===== config.mk =====
export PLATFORM = sky130hd
export DESIGN_NAME = lpinit_top
export DESIGN_NICKNAME = d
export VERILOG_FILES = /design/src/lpinit_top.v /design/src/lpinit_lane.v
export VERILOG_INCLUDE_DIRS = /design/src /design/src/src
export SDC_FILE = /design/constraint.sdc
export NUM_CORES = 1
export LEC_CHECK = 0
export BUFFER_PORTS_ARGS = -buffer_cell sky130_fd_sc_hd__buf_2
export CAP_MARGIN = 25
export CORE_ASPECT_RATIO = 2
export CORE_MARGIN = 2
export CORE_UTILIZATION = 56
export CTS_CLUSTER_SIZE = 25
export DETAILED_ROUTE_END_ITERATION = 7
export GPL_TIMING_DRIVEN = 0
export HOLD_SLACK_MARGIN = 0.03
export PLACE_DENSITY = 0.82
export SYNTH_ARGS = -nofsm -noshare
export SYNTH_HDL_FRONTEND = slang
export SYNTH_SLANG_ARGS = --single-unit

===== constraint.sdc =====
create_clock -name clk -period 5.1 [get_ports clk]
set_clock_uncertainty 0.05 [all_clocks]
set_input_delay 0.51 -clock clk [delete_from_list [all_inputs] [get_ports clk]]
set_output_delay 0.51 -clock clk [all_outputs]
set_load 0.03 [all_outputs]

===== src/lpinit_regs.vh =====
`ifndef LPINIT_REGS_VH
`define LPINIT_REGS_VH
// Command encodings on {cs_n, ras_n, cas_n, we_n}
`define LPINIT_CMD_NOP 4'h7
`define LPINIT_CMD_PRECH 4'h2
`define LPINIT_CMD_REFR 4'h1
`define LPINIT_CMD_MRS 4'h0
// Bank select values for mode loads
`define LPINIT_BA_BASE 2'h0
`define LPINIT_BA_EXT 2'h2
// Init progress states
`define LPINIT_ST_POWER 3'h0
`define LPINIT_ST_STABLE 3'h1
`define LPINIT_ST_PRECH 3'h2
`define LPINIT_ST_READY 3'h3
// Refreshes required during init
`define LPINIT_REF_NEEDED 2'h2
// Strobe phase
`define LPINIT_PHASE_ONE 1'b1
`endif


===== src/lpinit_top.v =====
`timescale 1ns/100ps
`include "lpinit_regs.vh"
module lpinit_top #(
  parameter LANES = 2,
  parameter MODE_W = 14
) (
  input wire clk,
  input wire reset_n,
  input wire mem_clk,
  input wire cke,
  input wire cs_n,
  input wire ras_n,
  input wire cas_n,
  input wire we_n,
  input wire [1:0] bank_select,
  input wire [MODE_W-1:0] addr,
  input wire rd_drive,
  input wire wr_cap,
  input wire [8*LANES-1:0] rd_data,
  input wire [LANES-1:0] byte_lane_strobes_in,
  input wire [8*LANES-1:0] dq_in,
  output wire [LANES-1:0] byte_lane_strobes_out,
  output wire [LANES-1:0] byte_lane_strobes_oe_n,
  output wire [8*LANES-1:0] dq_out,
  output wire [8*LANES-1:0] wr_data,
  output wire [LANES-1:0] wr_valid,
  output reg [MODE_W-1:0] base_mode_q,
  output reg [MODE_W-1:0] ext_mode_q,
  output reg ready_q,
  output reg seq_error_q,
  output reg cmd_accept_q
);
  reg mck_s1_q;
  reg mck_s2_q;
  reg mck_s3_q;
  reg [7:0] ctl_s1_q;
  reg [7:0] ctl_s2_q;
  reg [MODE_W-1:0] a_s1_q;
  reg [MODE_W-1:0] a_s2_q;
  reg [2:0] state_q;
  reg [1:0] refr_q;
  reg base_ok_q;
  reg ext_ok_q;
  wire mck_rise;
  wire [3:0] cmd;
  wire cke_s;
  wire [1:0] ba_s;
  wire cmd_valid;
  wire ba_base;
  wire ba_ext;
  reg [2:0] state_d;
  assign mck_rise = mck_s2_q && !mck_s3_q;
  assign cmd = ctl_s2_q[3:0];
  assign cke_s = ctl_s2_q[4];
  assign ba_s = ctl_s2_q[6:5];
  // Deselect is dropped here so nothing below can act on it
  assign cmd_valid = mck_rise && !cs_sel_high(cmd);
  // Bank select picks which of the two mode registers a load writes
  assign ba_base = (ba_s == `LPINIT_BA_BASE);
  assign ba_ext = (ba_s == `LPINIT_BA_EXT);

  // Pins pass two flops before the decoder looks at them
  // A third flop on the clock gives the edge without reading the first stage
  always @(posedge clk) begin
    if (!reset_n) begin
      mck_s1_q <= 1'b0;
      mck_s2_q <= 1'b0;
      mck_s3_q <= 1'b0;
      ctl_s1_q <= 8'h00;
      ctl_s2_q <= 8'h00;
      a_s1_q <= {MODE_W{1'b0}};
      a_s2_q <= {MODE_W{1'b0}};
    end else begin
      mck_s1_q <= mem_clk;
      mck_s2_q <= mck_s1_q;
      mck_s3_q <= mck_s2_q;
      ctl_s1_q <= {1'b0, bank_select, cke, cs_n, ras_n, cas_n, we_n};
      ctl_s2_q <= ctl_s1_q;
      a_s1_q <= addr;
      a_s2_q <= a_s1_q;
    end
  end

  // Next init step; each step waits only for its own event
  always @* begin
    state_d = state_q;
    case (state_q)
      `LPINIT_ST_POWER: begin
        if (cke_s) begin
          state_d = `LPINIT_ST_STABLE;
        end
      end
      `LPINIT_ST_STABLE: begin
        if (cmd_valid && cmd == `LPINIT_CMD_PRECH) begin
          state_d = `LPINIT_ST_PRECH;
        end
      end
      `LPINIT_ST_PRECH: begin
        // Loads and refreshes may come in any order after close-all-banks
        if (base_ok_q && ext_ok_q && refr_q == `LPINIT_REF_NEEDED) begin
          state_d = `LPINIT_ST_READY;
        end
      end
      `LPINIT_ST_READY: begin
        // Only reset leaves ready; a power loss is seen as a reset
        state_d = `LPINIT_ST_READY;
      end
      default: begin
        state_d = `LPINIT_ST_POWER;
      end
    endcase
  end

  // Command decode at each memory clock rising crossing
  always @(posedge clk) begin
    if (!reset_n) begin
      state_q <= `LPINIT_ST_POWER;
      refr_q <= 2'h0;
      base_ok_q <= 1'b0;
      ext_ok_q <= 1'b0;
      base_mode_q <= {MODE_W{1'b0}};
      ext_mode_q <= {MODE_W{1'b0}};
      ready_q <= 1'b0;
      seq_error_q <= 1'b0;
      cmd_accept_q <= 1'b0;
    end else begin
      cmd_accept_q <= 1'b0;
      // Timing waits are the controller's job; only order is tracked here
      if (cmd_valid) begin
        cmd_accept_q <= 1'b1;
        case (cmd)
          `LPINIT_CMD_PRECH: begin
            // Step change is made by the next-step logic
          end
          `LPINIT_CMD_REFR: begin
            if (state_q == `LPINIT_ST_STABLE) begin
              seq_error_q <= 1'b1;
            end else if (!ready_q && refr_q != `LPINIT_REF_NEEDED) begin
              refr_q <= refr_q + 2'h1;
            end
          end
          `LPINIT_CMD_MRS: begin
            if (ba_base) begin
              base_mode_q <= a_s2_q;
              base_ok_q <= 1'b1;
            end else if (ba_ext) begin
              ext_mode_q <= a_s2_q;
              ext_ok_q <= 1'b1;
            end
            if (state_q == `LPINIT_ST_STABLE) begin
              seq_error_q <= 1'b1;
            end
          end
          `LPINIT_CMD_NOP: begin
          end
          default: begin
            if (!ready_q) begin
              seq_error_q <= 1'b1;
            end
          end
        endcase
      end
      state_q <= state_d;
      // Ready is a registered copy of the last step so it never glitches
      if (state_d == `LPINIT_ST_READY) begin
        ready_q <= 1'b1;
      end
    end
  end

  // Chip select is the top bit of the command code
  function cs_sel_high;
    input [3:0] c;
    begin
      cs_sel_high = c[3];
    end
  endfunction

  // One lane per strobe; lanes share the read and write enables
  genvar i;
  generate
    for (i = 0; i < LANES; i = i + 1) begin : g_lane
      lpinit_lane u_lane (
        .clk(clk),
        .reset_n(reset_n),
        .rd_drive(rd_drive),
        .rd_byte(rd_data[8*i +: 8]),
        .wr_cap(wr_cap),
        .dqs_in(byte_lane_strobes_in[i]),
        .dq_in(dq_in[8*i +: 8]),
        .dqs_out(byte_lane_strobes_out[i]),
        .dqs_oe_n(byte_lane_strobes_oe_n[i]),
        .dq_out(dq_out[8*i +: 8]),
        .wr_byte(wr_data[8*i +: 8]),
        .wr_valid(wr_valid[i])
      );
    end
  endgenerate
endmodule


===== src/lpinit_lane.v =====
`timescale 1ns/100ps
// One byte lane with its own strobe
module lpinit_lane (
  input wire clk,
  input wire reset_n,
  input wire rd_drive,
  input wire [7:0] rd_byte,
  input wire wr_cap,
  input wire dqs_in,
  input wire [7:0] dq_in,
  output reg dqs_out,
  output reg dqs_oe_n,
  output reg [7:0] dq_out,
  output reg [7:0] wr_byte,
  output reg wr_valid
);
  reg dqs_s1_q;
  reg dqs_s2_q;
  reg dqs_s3_q;
  reg [7:0] dq_s1_q;
  reg [7:0] dq_s2_q;
  always @(posedge clk) begin
    if (!reset_n) begin
      dqs_s1_q <= 1'b0;
      dqs_s2_q <= 1'b0;
      dqs_s3_q <= 1'b0;
      dq_s1_q <= 8'h00;
      dq_s2_q <= 8'h00;
      dqs_out <= 1'b0;
      dqs_oe_n <= 1'b1;
      dq_out <= 8'h00;
      wr_byte <= 8'h00;
      wr_valid <= 1'b0;
    end else begin
      dqs_s1_q <= dqs_in;
      dqs_s2_q <= dqs_s1_q;
      dqs_s3_q <= dqs_s2_q;
      dq_s1_q <= dq_in;
      dq_s2_q <= dq_s1_q;
      // Strobe toggles with each data beat so edges line up with data
      dqs_oe_n <= ~rd_drive;
      dq_out <= rd_byte;
      dqs_out <= rd_drive ? ~dqs_out : 1'b0;
      // Any strobe edge while wr_cap is high captures the synchronised byte
      wr_valid <= wr_cap && (dqs_s2_q != dqs_s3_q);
      if (wr_cap && (dqs_s2_q != dqs_s3_q)) begin
        wr_byte <= dq_s2_q;
      end
    end
  end
endmodule


* Word-level counts from Yosys, hierarchy flattened *
Cells that the tools add are included.

word-level totals
  flip-flop bits (word level) = 158
  input bits = 60
  output and inout port bits = 69
  word-level logic and storage cells = 85

cells by class
  equal/unequal tests = 14
  bitwise operators = 6
  mux-type cells = 8
  reduce and logical (&&, ||, !) cells = 21
  add/sub/neg operators = 1

operators with widths
  kind                                                   number
  one-hot mux 3 bit (4 select lines)                     1
  AND reduction 4 bit                                    3
  equality test 3 x 2 -> 1 bit, second input constant    3
  2-to-1 mux 3 bit                                       3
  logical AND 1 bit                                      8
  NOT 1 bit                                              6
  equality test 2 bit, second input constant             2
  equality test 4 x 1 -> 1 bit, second input constant    1
  equality test 4 x 2 -> 1 bit, second input constant    1
  equality test 4 x 3 -> 1 bit, second input constant    1
  logical NOT 4 bit                                      1
  inequality test 2 bit, second input constant           2
  OR reduction 2 bit                                     2
  equality test 3 x 1 -> 1 bit, second input constant    1
  logical NOT 1 bit                                      3
  logical NOT 3 bit                                      1
  2-to-1 mux 1 bit                                       3
  AND reduction 3 bit                                    1
  adder 2 x 1 -> 2 bit, second input constant            1
  logical NOT 2 bit                                      1
  inequality test 1 bit                                  2
  inequality test 2 x 1 -> 1 bit, second input constant  1
  one-hot mux 1 bit (2 select lines)                     1
  AND reduction 2 bit                                    1

* Logic depth before layout (Yosys ltp) *
  depth in word-level cells = 7
  mapped depth = 5
  gate-level depth less buffers = 5

* By module *
A second synthesis with hierarchy kept.

unflattened totals
  cell total of the unflattened synthesis = 473
  area total of the unflattened synthesis = 5133.7 um2

by module, submodules not included
  module       instances  sequential area each (um2)  area an instance (um2)  cells each
  lpinit_top   1          1661.6                      2841.5                  273
  lpinit_lane  2          760.7                       1146.1                  100

* Least setup slack after synthesis *
OpenSTA, ideal clock, no wires.

  path type = reg-to-reg
  from = register mck_s3_q
  to = register ext_mode_q[0]
  buffers on the path = 2
  clock period less this slack = 1897 ps
  setup time = 118 ps
  slack = 3203 ps
  arrival time = 1729 ps
  stages on the path, launching flop included = 6
  data required time = 4932 ps
  path through = dfxtp_1 > or4b_4 > or4b_4 > buf_6 > buf_12 > mux2i_1

between the ends
  cells in the longest elaborated chain, start to end = 4

ends and longest elaborated chain
  element                        RTL line          source
  from (decl)                    lpinit_top.v:35   reg mck_s3_q;
  from (signal assigned)         lpinit_top.v:76   mck_s3_q <= mck_s2_q;
  logical NOT 1 bit              lpinit_top.v:52   assign mck_rise = mck_s2_q && !mck_s3_q;
  logical AND 1 bit              lpinit_top.v:52
  logical AND 1 bit              lpinit_top.v:57   assign cmd_valid = mck_rise && !cs_sel_high(cmd);
  AND reduction 4 bit (no line)  -
  to (signal assigned)           lpinit_top.v:122  ext_mode_q <= {MODE_W{1'b0}};
  to (signal assigned)           lpinit_top.v:147  ext_mode_q <= a_s2_q;
  to (decl)                      lpinit_top.v:28   output reg [MODE_W-1:0] ext_mode_q,

No other way between the ends.
A chain may end at the register's enable or synchronous reset.

* Final worst setup path *
  from = register mck_s3_q
  to = register base_mode_q[12]

between the ends
  cells in the longest elaborated chain, start to end = 4

ends and longest elaborated chain
  element                        RTL line          source
  logical NOT 1 bit              lpinit_top.v:52
  logical AND 1 bit              lpinit_top.v:52
  logical AND 1 bit              lpinit_top.v:57
  AND reduction 3 bit (no line)  -
  to (signal assigned)           lpinit_top.v:121  base_mode_q <= {MODE_W{1'b0}};
  to (signal assigned)           lpinit_top.v:144  base_mode_q <= a_s2_q;
  to (decl)                      lpinit_top.v:27   output reg [MODE_W-1:0] base_mode_q,

No other way between the ends.

==> reports/results.ini <==
[placement]
hpwl_um = 7440
port_buffers = 127
dpl.cell_count = 687
place_congestion = 0.742

[die]
die_w_um = 71.2
core_region_area_sq_mm = 0.00889
dieArea_sq_mm = 0.00986
start_util_pct = 56.9
rows = 49
die_h_um = 138
io_pins = 129

[timing]
final.setup.tns_ns = 0
drv_slew = 0
maxSlewHeadroom_pct = 59.7
finalSetupViolCount = 0
fmax_mhz = 485
min_period_over_period_pct = 40.4
hold_viol = 0
rsz0062_at_grt = false
tightest_slew_ns = 0.603
period_minus_slack_ns = 2.06

[worst_setup_path]
reg2reg_to = base_mode_q[12]
cp.arrival_ns = 2.34
r2r_slack_ns = 3.04
r2r-start = mck_s3_q
r2r_cells = 5
worstSetupPathType = flip-flop to flip-flop
cp.required_ns = 5.38
crit_path_end_kind = flip-flop
crit_path_start_kind = flip-flop
cp_max_fo = 10

[run]
maxCapViolations = 0

[synthesis]
yosysSeqAreaShare_pct = 62.5
ys_warn_count = 0
ys_seq_elements = 158
synth-async-reset-ratio_pct = 0
yosys.area.top_type_share_pct = 62.5
synthFlopType = dfxtp_1
synth-edff-count = 0
syn-cell-area_sq_mm = 0.00506
ys_types = 33
synth_commonest_cells = 158 x dfxtp_1, 99 x and2_1, 48 x nand2_1
synth.avg_cell_area_sq_um = 11.1
synthCells = 458
synth.largest_area_cell = dfxtp_1
yosysMostFrequentCell = dfxtp_1
synth_nets = 519
synth_area_leaders = dfxtp_1 62%, and2_1 12%, mux2i_1 5.9%

[global_routing]
antenna_found_initial = 0
grt_use_total_pct = 21.7
grt_start_max_net_pins = 17
first_global_vias = 3640
grt_overflow = 0
grt_pass1_wl_um = 16400

[worst_hold_path]
hp-class = input pin to flip-flop
holdCritStartpoint = rd_data[2]
whs_path_depth = 2
hold_path_end = g_lane[0].u_lane.dq_out[2]

[cells_and_area]
drive_gt1_share_pct = 28.4
final_core_util_pct = 73.1
layoutNonFillerInstCount = 719
final_nets = 665
num_antenna_cells = 0
area_growth_pct = 28.4

[clock_tree]
numClockSinks = 158
cts_setup_buffers = 0
cts_buffer_depth = 2
clock-root-buffer = clkbuf_16
ctsHoldBuffers = 0
cts_tree = built
clkSlewWorstSetupHoldPaths_ns = 0.06
post_cts_resized = 0
clock_latency_ns = 0.41
cts_inserted_buffers = 17
htree_levels = 4

[drt]
drt_iter0_drc = 86
totalWireLength_um = 10100
drtPass1Iterations = 4
viasPerCell = 4.88
avgRoutedWirePerCell_um = 14.0
route.detailed.drc = 0
vias = 3506
drtAntennaViolNets = 0

[pwr]
p_leak_nw = 3.16
max-vdd-ir-drop_mv = 0.385
powerDensity_mw_per_mm2 = 436

[outcome]
status = finished, final reports clean

## cell families (layout without fill, tap and decap cells)
group                      count (synthesis)  in the layout  share of synthesized area (%)
adders and majority gates                  1              1                          0.247
xor gates and xnor gates                   3              3                          0.519
other                                      1              1                         0.0741
muxes                                     30             30                           5.93
DFF                                      158            158                           62.5
AOI/OAI and AO/OA                         43             43                           6.13
buffers and inverters                     41            200                           4.13
and+or+nand+nor                          181            181                           20.5
## how the worst max path moves through the flow
stage / from / to / slack (ns) / cells after the start
after floorplan: mck_s3_q / ext_mode_q[0] / 3.20 / 5
after global placement: reset_n / base_mode_q[2] / 3.02 / 5
after detailed placement: reset_n / base_mode_q[3] / 2.94 / 5
after CTS: mck_s3_q / base_mode_q[12] / 3.04 / 5
after global routing: mck_s3_q / base_mode_q[11] / 2.98 / 5
final: mck_s3_q / base_mode_q[12] / 3.04 / 5
## critical path, stage by stage (launching register included)
cell and delay (ns):
dfxtp_1 0.32, or4b_4 0.56, or4_1 0.46, buf_2 0.21, buf_6 0.19, mux2i_1 0.18
## power by group
part	total [mW]	switching (mW)	leakage [nW]	internal, mW
Clock	1.41	0.483	0.330	0.931
Combinational	0.134	0.0776	1.53	0.0566
Sequential	1.29	0.0121	1.30	1.28
## layout make-up
cell class / count / area [sq um]
Buffer: 34 / 183
Fill cell: 650 / 2390
Clock buffer: 18 / 439
Timing Repair Buffer: 127 / 636
Sequential cell: 158 / 3160
Clock inverter: 14 / 238
Multi-Input combinational cell: 259 / 1690
Inverter: 7 / 26.3
Tap cell: 102 / 128
## per-layer routing
layer | global-route usage, % | wire (um) | vias up
met5 | 0 | 0 | -
met4 | 8.94 | 203 | 0
met3 | 6.05 | 439 | 18
met2 | 42.3 | 5960 | 94
met1 | 19.7 | 3470 | 1635
li1 | - | - | 1759
## state kept, by name, summed over array words and instances, names as in the netlist, 2 cells and up
| signal | flops |
|---|---|
| ctl_s2_q | 7 |
| g_lane.u_lane.dq_s1_q | 16 |
| base_mode_q | 14 |
| ext_mode_q | 14 |
| state_q | 3 |
| ctl_s1_q | 7 |
| g_lane.u_lane.wr_byte | 16 |
| g_lane.u_lane.dqs_s3_q | 2 |
| g_lane.u_lane.dqs_s1_q | 2 |
| a_s1_q | 14 |
| g_lane.u_lane.dqs_s2_q | 2 |
| g_lane.u_lane.dq_s2_q | 16 |
| a_s2_q | 14 |
| refr_q | 2 |
| g_lane.u_lane.dqs_out | 2 |
| g_lane.u_lane.wr_valid | 2 |
| g_lane.u_lane.dq_out | 16 |
## metrics by stage
stage | cell area (sq um) | hold slack (ns) | worst slack (ns) | total power [mW]
floorplan | 5060 | 0.343 | 3.20 | 1.40
global placement | 5830 | 0.354 | 3.02 | 1.44
detailed placement | 5830 | 0.357 | 2.94 | 1.45
CTS | 6500 | 0.233 | 3.04 | 2.86
global route | 6500 | 0.234 | 2.98 | 2.92
finish | 6500 | 0.251 | 3.04 | 2.84
## placed cells by master (no fill, tap or decap), types with 4 or more instances in the layout
cell type,n
dfxtp_1,158
buf_2,128
and2_1,99
nand2_1,48
mux2i_1,30
clkbuf_1,24
and3_1,18
o21a_1,17
a21boi_0,17
clkbuf_16,17
inv_1,7
buf_4,6
bufinv_16,6
o21ai_0,4
Note: power is estimated with default switching activity, not from simulation.
